$ cat config.mk
export PLATFORM = sky130hd
export DESIGN_NAME = sdm_top
export DESIGN_NICKNAME = d
export VERILOG_FILES = /design/src/sdm_pkg.sv /design/src/sdm_top.sv /design/src/sdm_sync.sv /design/src/sdm_settle.sv
export SDC_FILE = /design/constraint.sdc
export NUM_CORES = 1
export LEC_CHECK = 0
export BUFFER_PORTS_ARGS = -buffer_cell sky130_fd_sc_hd__buf_2
export CORE_MARGIN = 5
export CORE_UTILIZATION = 56
export DETAILED_ROUTE_END_ITERATION = 8
export GPL_ROUTABILITY_DRIVEN = 1
export HOLD_SLACK_MARGIN = 0.06
export MAX_ROUTING_LAYER = met4
export PLACE_DENSITY = 0.94
export SLEW_MARGIN = 20
export SYNTH_ARGS = -nofsm -noshare
export SYNTH_HDL_FRONTEND = slang
export SYNTH_SLANG_ARGS = --single-unit
export TNS_END_PERCENT = 10
$ cat constraint.sdc
create_clock -name i_sys_clk -period 4.2 [get_ports i_sys_clk]
set_clock_uncertainty 0.05 [all_clocks]
set_input_delay 0.84 -clock i_sys_clk [delete_from_list [all_inputs] [get_ports i_sys_clk]]
set_output_delay 0.84 -clock i_sys_clk [all_outputs]
set_load 0.01 [all_outputs]
$ cat src/sdm_pkg.sv
// Package of constants and types for the supply drop monitor controller.
// Notes on behaviour
// - Setting the monitor enable bit powers up the detector and reference, clearing it powers both down.
// - A three-bit trip level field selects the threshold, codes 001 to 111 ascending and code 000 reserved.
// - A falling edge of the synchronised comparator output sets the falling-supply flag while the monitor enable bit is set.
// - The falling-supply flag holds until software clears it, a recovering supply never clears it.
// - The interrupt request is raised only when the flag, its enable, the peripheral and global enables are set.
// - A software write that sets the flag acts like a real detection and raises the interrupt likewise.
// - The read-only reference-stable bit reads 1 once the reference settled, meaningful only with the fast oscillator.
// - In Sleep a set flag with its enable and the peripheral enable set wakes the device.
// - If the global enable is also set at wake, the device vectors after the first instruction after wake.
// - On every reset the trip level is 100, enable and status bits are 0, unimplemented bits read 0; the comparator level bit at the sleep address resets to 1.
package sdm_pkg;
    // ------------------------------------------------------------------
    // Register map
    // ------------------------------------------------------------------
    localparam logic [11:0] ADDR_MON_CTRL  = 12'h000;
    localparam logic [11:0] ADDR_IRQ_CTRL  = 12'h004;
    localparam logic [11:0] ADDR_PIE_SEC   = 12'h008;
    localparam logic [11:0] ADDR_PIR_SEC   = 12'h00C;
    localparam logic [11:0] ADDR_SLEEP     = 12'h010;

    // ------------------------------------------------------------------
    // Field positions and reset values
    // ------------------------------------------------------------------
    localparam int          BIT_STABLE     = 5;
    localparam int          BIT_ENABLE     = 4;
    localparam int          BIT_GIE        = 7;
    localparam int          BIT_PERIPHERAL_IRQ_ENABLE       = 6;
    localparam int          BIT_FSUP       = 2;
    localparam logic [7:0]  MON_CTRL_RST   = 8'h04;
    localparam logic [2:0]  LEVEL_RST      = 3'h4;
    localparam logic [2:0]  LEVEL_RSVD     = 3'h0;
    localparam logic [7:0]  IRQ_CTRL_RST   = 8'h00;
    localparam logic [7:0]  PIE_SEC_RST    = 8'h00;
    localparam logic [7:0]  PIR_SEC_RST    = 8'h00;
    localparam logic [7:0]  PIE_SEC_MASK   = 8'hF5;
    localparam logic [31:0] PSLVERR_NONE   = 32'h0000_0000;

    // ------------------------------------------------------------------
    // Timing
    // ------------------------------------------------------------------
    localparam int          CLK_MHZ        = 200;
    localparam int          SETTLE_US      = 100;
    localparam int          SETTLE_CYCLES  = SETTLE_US * CLK_MHZ;

    typedef enum logic [1:0]
    {
        REF_OFF    = 2'b00,
        REF_SETTLE = 2'b01,
        REF_STABLE = 2'b11
    } sdm_ref_state_t;
endpackage : sdm_pkg

$ cat src/sdm_top.sv
// Supply drop monitor controller with APB registers, flag, interrupt and wake logic.
`timescale 1ns/100ps
`default_nettype none
module sdm_top
    import sdm_pkg::*;
#(
    parameter int SETTLE_COUNT = SETTLE_CYCLES
)
(
    // Clock and reset
    input  wire logic        i_sys_clk,
    input  wire logic        i_reset,
    // APB slave
    input  wire logic        i_psel,
    input  wire logic        i_penable,
    input  wire logic        i_pwrite,
    input  wire logic [11:0] i_paddr,
    input  wire logic [31:0] i_pwdata,
    input  wire logic [3:0]  i_pstrb,
    output logic [31:0]      o_prdata,
    output logic             o_pready,
    output logic             o_pslverr,
    // Analog side
    input  wire logic        i_cmp_above,
    input  wire logic        i_osc_run,
    output logic             o_det_power,
    output logic [2:0]       o_trip_level,
    // Core side
    input  wire logic        i_first_insn_done,
    output logic             o_irq,
    output logic             o_wake,
    output logic             o_vector
);
    // ------------------------------------------------------------------
    // Registers
    // ------------------------------------------------------------------
    logic       enable_r;
    logic [2:0] level_r;
    logic [7:0] irq_ctrl_r;
    logic [7:0] pie_r;
    logic [7:0] pir_r;
    logic       sleep_r;
    logic       vec_pend_r;
    logic       stable;
    logic       cmp_fall;
    logic       cmp_level;

    function automatic logic hit(input logic [11:0] a, input logic [11:0] base);
        hit = (a == base);
    endfunction : hit

    wire logic wr_acc = i_psel & i_penable & i_pwrite & i_pstrb[0];
    wire logic rd_acc = i_psel & ~i_penable & ~i_pwrite;
    wire logic mapped = hit(i_paddr, ADDR_MON_CTRL) | hit(i_paddr, ADDR_IRQ_CTRL) | hit(i_paddr, ADDR_PIE_SEC)
                      | hit(i_paddr, ADDR_PIR_SEC) | hit(i_paddr, ADDR_SLEEP);

    // ------------------------------------------------------------------
    // Submodules
    // ------------------------------------------------------------------
    sdm_sync u_sync
    (
        .i_sys_clk (i_sys_clk),
        .i_reset   (i_reset),
        .i_async   (i_cmp_above),
        .o_level   (cmp_level),
        .o_fall    (cmp_fall)
    );

    sdm_settle #(.SETTLE_COUNT(SETTLE_COUNT)) u_settle
    (
        .i_sys_clk (i_sys_clk),
        .i_reset   (i_reset),
        .i_enable  (enable_r),
        .i_osc_run (i_osc_run),
        .o_stable  (stable)
    );

    // ------------------------------------------------------------------
    // Control register
    // ------------------------------------------------------------------
    always_ff @(posedge i_sys_clk)
    begin
        if (i_reset)
        begin
            enable_r <= MON_CTRL_RST[BIT_ENABLE];
            level_r  <= LEVEL_RST;
        end
        else if (wr_acc && hit(i_paddr, ADDR_MON_CTRL))
        begin
            enable_r <= i_pwdata[BIT_ENABLE];
            // The reserved code is refused and the previous level kept.
            if (i_pwdata[2:0] != LEVEL_RSVD)
                level_r <= i_pwdata[2:0];
        end
    end

    always_ff @(posedge i_sys_clk)
    begin
        if (i_reset)
        begin
            irq_ctrl_r <= IRQ_CTRL_RST;
            pie_r      <= PIE_SEC_RST;
            sleep_r    <= 1'b0;
        end
        else
        begin
            if (wr_acc && hit(i_paddr, ADDR_IRQ_CTRL))
                irq_ctrl_r <= i_pwdata[7:0];
            if (wr_acc && hit(i_paddr, ADDR_PIE_SEC))
                pie_r <= i_pwdata[7:0] & PIE_SEC_MASK;
            if (wr_acc && hit(i_paddr, ADDR_SLEEP))
                sleep_r <= i_pwdata[0];
            else if (o_wake)
                sleep_r <= 1'b0;
        end
    end

    // ------------------------------------------------------------------
    // Flag register
    // ------------------------------------------------------------------
    // A detection in the same cycle as a software clear wins, so no event is lost.
    always_ff @(posedge i_sys_clk)
    begin
        if (i_reset)
            pir_r <= PIR_SEC_RST;
        else
        begin
            if (wr_acc && hit(i_paddr, ADDR_PIR_SEC))
                pir_r <= i_pwdata[7:0] & PIE_SEC_MASK;
            if (cmp_fall && enable_r)
                pir_r[BIT_FSUP] <= 1'b1;
        end
    end

    // ------------------------------------------------------------------
    // Interrupt, wake and vector outputs
    // ------------------------------------------------------------------
    wire logic flag_en = pir_r[BIT_FSUP] & pie_r[BIT_FSUP];

    always_ff @(posedge i_sys_clk)
    begin
        if (i_reset)
        begin
            o_irq      <= 1'b0;
            o_wake     <= 1'b0;
            vec_pend_r <= 1'b0;
            o_vector   <= 1'b0;
        end
        else
        begin
            o_irq  <= flag_en & irq_ctrl_r[BIT_PERIPHERAL_IRQ_ENABLE] & irq_ctrl_r[BIT_GIE];
            o_wake <= sleep_r & ~o_wake & flag_en & irq_ctrl_r[BIT_PERIPHERAL_IRQ_ENABLE];
            if (o_wake && irq_ctrl_r[BIT_GIE])
                vec_pend_r <= 1'b1;
            else if (vec_pend_r && i_first_insn_done)
                vec_pend_r <= 1'b0;
            o_vector <= vec_pend_r & i_first_insn_done;
        end
    end

    always_ff @(posedge i_sys_clk)
    begin
        if (i_reset)
        begin
            o_det_power  <= 1'b0;
            o_trip_level <= LEVEL_RST;
        end
        else
        begin
            o_det_power  <= enable_r;
            o_trip_level <= level_r;
        end
    end

    // ------------------------------------------------------------------
    // APB read and answer
    // ------------------------------------------------------------------
    always_ff @(posedge i_sys_clk)
    begin
        if (i_reset)
        begin
            o_prdata  <= 32'h0000_0000;
            o_pready  <= 1'b0;
            o_pslverr <= 1'b0;
        end
        else
        begin
            o_pready  <= i_psel & ~i_penable;
            o_pslverr <= i_psel & ~i_penable & ~mapped;
            if (rd_acc)
            begin
                o_prdata <= PSLVERR_NONE;
                if (hit(i_paddr, ADDR_MON_CTRL))
                    o_prdata <= {26'h0, stable, enable_r, 1'b0, level_r};
                else if (hit(i_paddr, ADDR_IRQ_CTRL))
                    o_prdata <= {24'h0, irq_ctrl_r};
                else if (hit(i_paddr, ADDR_PIE_SEC))
                    o_prdata <= {24'h0, pie_r};
                else if (hit(i_paddr, ADDR_PIR_SEC))
                    o_prdata <= {24'h0, pir_r};
                else if (hit(i_paddr, ADDR_SLEEP))
                    o_prdata <= {30'h0, cmp_level, sleep_r};
            end
        end
    end
endmodule : sdm_top
`default_nettype wire

$ cat src/sdm_sync.sv
// Two-flop synchroniser with a falling-edge pulse from the synchronised level.
`timescale 1ns/100ps
`default_nettype none
module sdm_sync
    import sdm_pkg::*;
(
    // Clock and reset
    input  wire logic i_sys_clk,
    input  wire logic i_reset,
    // Level in and results
    input  wire logic i_async,
    output logic      o_level,
    output logic      o_fall
);
    logic meta_r;
    logic sync_r;
    logic prev_r;

    // The reset value is high so a supply already low at release still shows a fall.
    always_ff @(posedge i_sys_clk)
    begin
        if (i_reset)
        begin
            meta_r <= 1'b1;
            sync_r <= 1'b1;
            prev_r <= 1'b1;
        end
        else
        begin
            meta_r <= i_async;
            sync_r <= meta_r;
            prev_r <= sync_r;
        end
    end

    assign o_level = sync_r;
    assign o_fall  = prev_r & ~sync_r;
endmodule : sdm_sync
`default_nettype wire

$ cat src/sdm_settle.sv
// Reference settling timer that reports when the reference is stable.
`timescale 1ns/100ps
`default_nettype none
module sdm_settle
    import sdm_pkg::*;
#(
    parameter int SETTLE_COUNT = SETTLE_CYCLES
)
(
    // Clock and reset
    input  wire logic i_sys_clk,
    input  wire logic i_reset,
    // Control and status
    input  wire logic i_enable,
    input  wire logic i_osc_run,
    output logic      o_stable
);
    sdm_ref_state_t state_r;
    logic [31:0]    cnt_r;

    // A zero count would wrap the compare to all ones and stall settling, so it is refused when the design is built.
    if (SETTLE_COUNT < 1)
    begin : g_bad_count
        $error("SETTLE_COUNT must be at least one");
    end

    always_ff @(posedge i_sys_clk)
    begin
        if (i_reset || !i_enable)
        begin
            state_r <= REF_OFF;
            cnt_r   <= 32'h0000_0000;
        end
        else
        begin
            case (state_r)
                REF_OFF:
                begin
                    state_r <= REF_SETTLE;
                    cnt_r   <= 32'h0000_0000;
                end
                REF_SETTLE:
                begin
                    if (cnt_r >= 32'(SETTLE_COUNT - 1))
                        state_r <= REF_STABLE;
                    else
                        cnt_r <= cnt_r + 32'h0000_0001;
                end
                REF_STABLE:
                    state_r <= REF_STABLE;
                default:
                    state_r <= REF_OFF;
            endcase
        end
    end

    // Without the fast oscillator the status cannot be trusted, so it reads 0.
    assign o_stable = (state_r == REF_STABLE) && i_osc_run;
endmodule : sdm_settle
`default_nettype wire

* After elaboration in Yosys (flattened, before gate mapping)
Cells that the tools add are included.
Storage, ports and cells: memories kept 0, register bits 104, input port bits 56, logic and storage cells 89, output and inout bits 41, bits in latches 0, ROM bits 0, bits in writable memories 0
Operators by class: $add $sub $neg 1, divide/modulo/power cells 0, shift-type cells 0, magnitude comparators 1, $mul 0, equal/unequal tests 8, bitwise gates (word level) 23, mux-type cells 15, reductions and logical operators 20
Operator list (number):
- $pmux W32 S2 | 1
- $add A32 B1 Y32 const B | 1
- $ge A32 B15 Y1 const B | 1
- $mux W32 | 1
- $mux W8 | 4
- $eq A12 B4 Y1 const B | 2
- $and A1 B1 Y1 | 14
- $eq A12 B3 Y1 const B | 1
- $eq A12 B5 Y1 const B | 1
- $logic_not A12 Y1 | 1
- $logic_and A1 B1 Y1 | 9
- $reduce_bool A2 Y1 | 4
- $pmux W2 S3 | 1
- $mux W1 | 5
- $not A1 Y1 | 5
- $mux W2 | 2
- $or A1 B1 Y1 | 4
- $reduce_and A2 Y1 | 2
- $mux W3 | 1
- $reduce_bool A3 Y1 | 1
- $eq A2 B1 Y1 const B | 1
- $eq A2 B2 Y1 const B | 1
- $logic_not A2 Y1 | 1
- $ne A2 B1 Y1 const B | 1
- other kinds (3) | 3

* Depth between registers and ports, before layout
Gate-level depths: netlist of the first run.
word-level depth 7, depth in mapped cells 7

* Cells and area by module
A second synthesis of the first run with hierarchy kept.
Second synthesis, totals: cells, all modules 395, area, all modules 3608.5 µm²
By module, submodules not included:
- sdm_top | cells each 249, area each 2193.4 µm², seq. area each 860.8 µm², times used 1
- sdm_settle | cells each 139, area each 1330.0 µm², seq. area each 680.7 µm², times used 1
- sdm_sync | cells each 7, area each 85.1 µm², seq. area each 60.1 µm², times used 1

* Worst setup path before layout of the first run
No wires, ideal clock.
path kind input port to flip-flop, from input port i_paddr[7], to register pir_r[2], arrival 2250 ps, path slack 1760 ps, required time 4010 ps, stages 6, cells stage by stage nor4_1 -> and4_1 -> buf_2 -> nand4_1 -> a311oi_1 -> a211oi_1
On the way: word-level cells in the longest chain between the ends 3
RTL lines:
- start: declaration | line sdm_top.sv:17 | input wire logic [11:0] i_paddr,
- $eq A12 B4 Y1 | line sdm_top.sv:49 | hit = (a == base);
- $logic_and A1 B1 Y1 | line sdm_top.sv:128 | if (wr_acc && hit(i_paddr, ADDR_PIR_SEC))
- $reduce_bool A2 Y1 (no source line)
- end signal: assignment | line sdm_top.sv:129 | pir_r <= i_pwdata[7:0] & PIE_SEC_MASK;
- end: declaration | line sdm_top.sv:41 | logic [7:0] pir_r;
No other way between the ends. A chain may end at the register's enable or synchronous reset.

* Final worst setup path of the first run
Ends and elaborated chain as after synthesis.

==> metrics.md, run 1 <==
| Metric | Value |
|---|---|
| Outcome | `completed` |
| Post-Syn Instances | `377` |
| FP Rows | `29` |
| Final number of setup-violating endpoints | `0` |
| Synth area leaders | `dfxtp_1 45%, buf_4 5.3%, mux2i_1 4.8%` |
| Max IR drop VDD | `0.273 mV` |
| Minimum clock period | `2.62 ns` |
| # hold bufs at CTS | `0` |
| Vias | `2806` |
| Final hold violation count | `0` |
| Share of post-route cells with drive strength above 1 | `20.8%` |
| Post-Synthesis Cell Area | `3520 um2` |
| Pwr Density | `349 nW/um2` |
| HPWL after DPL | `5.42 mm` |
| Worst slew margin | `50.1%` |
| Post-synth top area share | `45.5%` |
| Multi-input gate area | `1730 um2` |
| Synth cell types | `57` |
| Max-slew violations | `0` |
| DRC | `0` |
| Top cells by count, synth | `80 x dfxtp_1, 37 x nor2_1, 34 x nand2_1, 25 x buf_4` |
| Placed cell count | `484` |
| Leakage | `1.64 nW` |
| Root Driver | `clkbuf_8` |
| DR iter-0 viols | `187` |
| Worst Setup Start Kind | `input port` |
| FF+latch count, synth | `80` |
| Cts repair resizes | `0` |
| Setup crit end kind | `flop` |
| Hold/Removal Path Class | `reg2reg` |
| Clk pin slew, worst setup/hold paths | `0.08 ns` |
| Sequential element share of the synthesized area | `45.5%` |
| Htree depth | `3` |
| Largest net degree at the start of global routing | `47` |
| Total congestion overflow | `0` |
| Worst slew pin tran | `0.749 ns` |
| RSZ-0062 raised after global routing | `no` |
| All-Layer GR Usage | `20.9%` |
| Clock buffer count from CTS | `9` |
| Initial antenna violation count | `0` |
| Syn Area/Cell | `9.35 um2` |
| Die H | `89.3 um` |
| Kind of critical path | `in2reg` |
| Final net count | `475` |
| Worst Reg-to-Reg Cells | `5` |
| # IOs | `97` |
| CP Max Fanout | `16` |
| Hold Crit Depth | `1` |
| Port bufs | `45` |
| CTS max path bufs | `2` |
| Warnings, synthesis | `0` |
| # fillers | `514` |
| Crit share post-route | `62.3%` |
| ANT cells | `0` |
| Area leader, netlist | `dfxtp_1` |
| Die footprint | `7980 um2` |
| Cell with the most instances after synthesis | `dfxtp_1` |
| Post-DRT Antenna Nets | `0` |
| GP Congestion | `0.870` |
| Routed len/inst | `15.2 um` |
| Die span in x | `89.3 um` |
| CP required | `4.35 ns` |
| Non-filler cells, final | `500` |
| First-pass GRT wire length | `12.4 mm` |
| Clk_lat worst skew | `0.35 ns` |
| Crit path DAT | `2.77 ns` |
| Post-synth ARST share | `0%` |
| Total of max-cap violations | `0` |
| Area Overhead vs Synth | `10.0%` |
| Starting density of the core | `56.5%` |
| Core footprint | `6240 um2` |
| Register area | `1600 um2` |
| FMAX | `0.382 GHz` |
| Clk sink count | `80` |
| TritonCTS clock tree | `yes` |
| Via density | `5.61` |
| Vias in the first global route | `2636` |
| Post-synth EDFFs | `0` |
| Prevailing post-synth register cell | `dfxtp_1` |
| Postcts setup bufs | `0` |
| Total wire length | `7.59 mm` |
| Setup tns final | `0 ns` |
| DRT Pass-1 Iters | `5` |
## cell families (layout without fill, tap and decap cells)
| group | count (synthesis) | count (layout) | synth area share (%) |
|---|---|---|---|
| and+or+nand+nor | 167 | 167 | 26.6 |
| DFF | 80 | 80 | 45.5 |
| AOI/OAI and AO/OA | 52 | 52 | 10.7 |
| buffers and inverters | 48 | 71 | 7.81 |
| muxes | 23 | 23 | 7.71 |
| xor gates and xnor gates | 5 | 5 | 1.24 |
| adders and majority gates | 1 | 1 | 0.355 |
| other | 1 | 24 | 0.106 |
## area by class of cell
type | instances | area share, %
inverters | 9 | 0.871
clock inverters | 4 | 1.16
multi-input cells | 272 | 44.7
flip-flops and latches | 80 | 41.3
clock buffers | 12 | 3.49
repair buffers | 46 | 6.00
well taps | 77 | 2.48
## layer usage
metal / vias to the layer above / part of all wire [%] / track usage (%)
li1: 1365 / - / -
met1: 1314 / 40 / 24.5
met2: 117 / 53 / 34.4
met3: 10 / 5.9 / 4.33
met4: 0 / 1.3 / 9.47
met5: - / 0 / -
## final timing paths
| kind | from | end | slack (ns) |
|---|---|---|---|
| max | i_paddr[7] | pir_r[2]$_SDFFE_PP0P_ | 1.58 |
| min | u_sync.meta_r$_SDFF_PP1_ | u_sync.o_level$_SDFF_PP1_ | 0.37 |
| max reg2reg | u_settle.state_r[1]$_SDFFE_PP0P_ | u_settle.cnt_r[2]$_SDFFE_PP0P_ | 1.99 |
| min reg2reg | u_sync.meta_r$_SDFF_PP1_ | u_sync.o_level$_SDFF_PP1_ | 0.37 |
## state kept, by name, summed over array words and instances (netlist names)
register          cells
u_settle.cnt_r       32
irq_ctrl_r            8
o_prdata              8
pie_r                 6
pir_r                 6
level_r               3
o_trip_level          3
u_settle.state_r      2
enable_r              1
o_det_power           1
o_irq                 1
o_pready              1
o_pslverr             1
o_vector              1
o_wake                1
sleep_r               1
u_sync.meta_r         1
u_sync.o_level        1
u_sync.prev_r         1
vec_pend_r            1
## critical path, cell delays in order
cell and delay, ns:
buf_2 0.10, nor4_1 0.41, and4_1 0.25, buf_4 0.22
nand4_1 0.43, a311oi_1 0.43, a211oi_1 0.08
## cells in the final DEF (no fill, tap or decap), types with 3 or more instances in the layout
cell type,synthesis,final
a21oi_1,18,18
nand2b_1,5,5
nor2_1,37,37
nor2b_1,5,5
mux2_2,3,3
or2_2,6,6
inv_1,9,9
and2_1,11,11
mux4_2,3,3
a22o_2,3,3
buf_2,1,45
dfxtp_1,80,80
mux2i_1,17,17
nand4_1,6,6
and4_1,6,6
nor3_1,3,3
nand3_1,18,18
xnor2_1,5,5
clkinv_2,0,3
clkbuf_8,0,9
a31oi_1,4,4
conb_1,1,24
nor4_1,8,8
or3_1,3,3
clkbuf_1,12,3
nand2_1,34,34
o21ai_0,9,9
and3_1,7,7
## power breakdown
group | internal (mW) | switching, mW
clock | 0.273 | 0.264
combinational | 0.0176 | 0.0369
sequential | 0.760 | 0.000941
## per-stage QoR
stage,setup slack (ns),hold slack (ns),util [%],power (mW),instance area [um2]
after floorplan,1.76,0.339,-,0.826,3610
after global placement,1.30,0.342,59.2,0.831,3700
after detailed placement,1.25,0.358,59.2,0.832,3700
after CTS,1.61,0.377,62.1,1.36,3880
after global routing,1.40,0.396,62.1,1.41,3880
final,1.58,0.374,62.1,1.35,3880
(Power assumes the default switching activity.)
==> inputs of run 2 (changes only) <==
--- a/config.mk
+++ b/config.mk
@@ -7,12 +7,12 @@
 export LEC_CHECK = 0
 export BUFFER_PORTS_ARGS = -buffer_cell sky130_fd_sc_hd__buf_2
 export CORE_MARGIN = 5
-export CORE_UTILIZATION = 56
+export CORE_UTILIZATION = 47
 export DETAILED_ROUTE_END_ITERATION = 8
 export GPL_ROUTABILITY_DRIVEN = 1
 export HOLD_SLACK_MARGIN = 0.06
 export MAX_ROUTING_LAYER = met4
-export PLACE_DENSITY = 0.94
+export PLACE_DENSITY = 0.85
 export SLEW_MARGIN = 20
 export SYNTH_ARGS = -nofsm -noshare
 export SYNTH_HDL_FRONTEND = slang
==> constraint.sdc (replaced) <==
create_clock -name i_sys_clk -period 2.3 [get_ports i_sys_clk]
set_clock_uncertainty 0.05 [all_clocks]
set_input_delay 0.46 -clock i_sys_clk [delete_from_list [all_inputs] [get_ports i_sys_clk]]
set_output_delay 0.46 -clock i_sys_clk [all_outputs]
set_load 0.01 [all_outputs]
==> run 2 against run 1 <==
Against the previous run:
- register-to-register slack got worse by 1.8 ns
- non-clock buffer count increased by 9
- cell count increased by 6.2%
- clock-buffer cell count decreased by 2
- utilization decreased by 7.1 points
- critical path type is now reg2reg
- wire length increased by 1.4%
- sequential cell count unchanged
- sequential share of layout area decreased by 1.4 points
- clock power increased by 110%
- via count increased by 1.4%
- first-iteration DRC count decreased by 20%
==> metrics.md, run 2 (synthesis gave the netlist of run 1 again) <==
| Metric | Value |
|---|---|
| Max IR drop VDD | `0.524 mV` |
| Via density | `5.36` |
| Total wire length | `7.69 mm` |
| Port bufs | `45` |
| Max reg flops | `32` |
| DRT Pass-1 Iters | `4` |
| Vias in the first global route | `2845` |
| Leakage | `1.69 nW` |
| Worst Setup Start Kind | `flop` |
| Hold Crit Depth | `2` |
| Clk_lat worst skew | `0.36 ns` |
| FMAX | `0.471 GHz` |
| GP Congestion | `0.869` |
| ANT cells | `0` |
| Hold/Removal Path Class | `in2reg` |
| Clk sink count | `80` |
| First-pass GRT wire length | `13.0 mm` |
| Die H | `96.6 um` |
| Post-DRT Antenna Nets | `0` |
| Die span in x | `96.6 um` |
| Area Overhead vs Synth | `13.9%` |
| Hold path startpoint | `i_cmp_above` |
| Worst slew margin | `58.6%` |
| Die footprint | `9330 um2` |
| Kind of critical path | `reg2reg` |
| Initial antenna violation count | `0` |
| Pwr Density | `655 nW/um2` |
| TritonCTS clock tree | `yes` |
| Setup crit end kind | `flop` |
| Pwr Total | `2.63 mW` |
| Htree depth | `3` |
| Starting density of the core | `48.3%` |
| Clock buffer count from CTS | `9` |
| Max-slew violations | `0` |
| FP Rows | `31` |
| Cts repair resizes | `0` |
| Core footprint | `7290 um2` |
| # hold bufs at CTS | `0` |
| Share of post-route cells with drive strength above 1 | `22.9%` |
| Setup tns final | `0 ns` |
| Minimum clock period | `2.12 ns` |
| CP Max Fanout | `9` |
| Commonest non-fill, non-tap cell in the layout | `dfxtp_1` |
| Crit path DAT | `2.31 ns` |
| Placed cell count | `515` |
| DRC | `0` |
| Non-filler cells, final | `531` |
| Postcts setup bufs | `0` |
| # IOs | `97` |
| Worst Reg-to-Reg Cells | `5` |
| CTS max path bufs | `2` |
| Worst r2r dst | `u_settle.cnt_r[6]$_SDFFE_PP0P_` |
| Hold endpoint | `u_sync.meta_r$_SDFF_PP1_` |
| Total congestion overflow | `0` |
| Largest Register | `u_settle.cnt_r` |
| Total of max-cap violations | `0` |
| Most frequent cells in the layout | `80 x dfxtp_1, 45 x buf_2, 37 x nor2_1, 34 x nand2_1, 24 x conb_1` |
| Vias | `2846` |
| Clk pin slew, worst setup/hold paths | `0.09 ns` |
| Crit share post-route | `92.2%` |
| Routed len/inst | `14.5 um` |
| R2R Setup Slk | `0.18 ns` |
| Root Driver | `clkbuf_8` |
| Final number of setup-violating endpoints | `0` |
| HPWL after DPL | `5.61 mm` |
| Final net count | `484` |
| Outcome | `completed` |
| Final hold violation count | `0` |
| Top flop regs | `u_settle.cnt_r (32), irq_ctrl_r (8), o_prdata (8)` |
| Largest net degree at the start of global routing | `46` |
| Worst slew pin tran | `0.619 ns` |
| RSZ-0062 raised after global routing | `no` |
| DR iter-0 viols | `149` |
| All-Layer GR Usage | `18.5%` |
| CP required | `2.49 ns` |
| Start of the worst register-to-register path | `u_settle.cnt_r[5]$_SDFFE_PP0P_` |
==> run 2: cell count changes in the layout (fill, tap and decap cells not counted), sizes merged <==
cell and delta:
buf +9, bufinv +1, clkbuf -2, clkinvlp +1
==> run 2: where the power goes <==
part	internal, mW	switching (mW)	total, mW
registers	1.39	0.00176	1.39
clock network	0.617	0.520	1.14
logic	0.0355	0.0680	0.104
total	2.04	0.590	2.63
==> run 2: through the flow <==
step           hold slack, ns  setup slack (ns)  util (%)  cell area, um2
6_report                0.223             0.179      55.0            4010
5_1_grt                 0.227            0.0590      55.0            4010
4_1_cts                 0.216             0.169      55.0            4010
3_5_place_dp            0.363            0.0200      52.0            3790
3_3_place_gp            0.342             0.107      52.0            3790
2_1_floorplan           0.339             0.240         -            3610
==> run 2: worst max-delay path by stage <==
stage                                         from                              to  slack [ns]
floorplan                               i_paddr[7]           pir_r[2]$_SDFFE_PP0P_        0.24
finish              u_settle.cnt_r[5]$_SDFFE_PP0P_  u_settle.cnt_r[6]$_SDFFE_PP0P_        0.18
global route        u_settle.cnt_r[5]$_SDFFE_PP0P_  u_settle.cnt_r[7]$_SDFFE_PP0P_        0.06
global placement                        i_paddr[7]           pir_r[7]$_SDFFE_PP0P_        0.11
CTS                 u_settle.cnt_r[5]$_SDFFE_PP0P_  u_settle.cnt_r[6]$_SDFFE_PP0P_        0.17
detailed placement                      i_paddr[7]      irq_ctrl_r[5]$_SDFFE_PP0P_        0.02
==> run 2: area by class of cell <==
type,count,area [um2]
Sequential cell,80,1600
Clock inverter,6,93.8
Timing Repair Buffer,55,300
Fill cell,658,3280
Multi-Input combinational cell,272,1730
Inverter,9,33.8
Clock buffer,10,128
Tap cell,99,124
==> run 2: layer usage <==
layer	wire (um)	up-vias	GRT usage [%]
met5	0	-	-
met4	153	0	7.71
met3	418	20	4.26
met2	3930	87	30.9
met1	3190	1357	21.3
li1	-	1382	-
==> run 2: worst max-delay path, cell delays in order (launching register included) <==
cell and delay [ns]:
dfxtp_1 0.36, or4_1 0.56, o221a_4 0.31, nor3_4 0.23
nor2_2 0.13, a221o_1 0.37
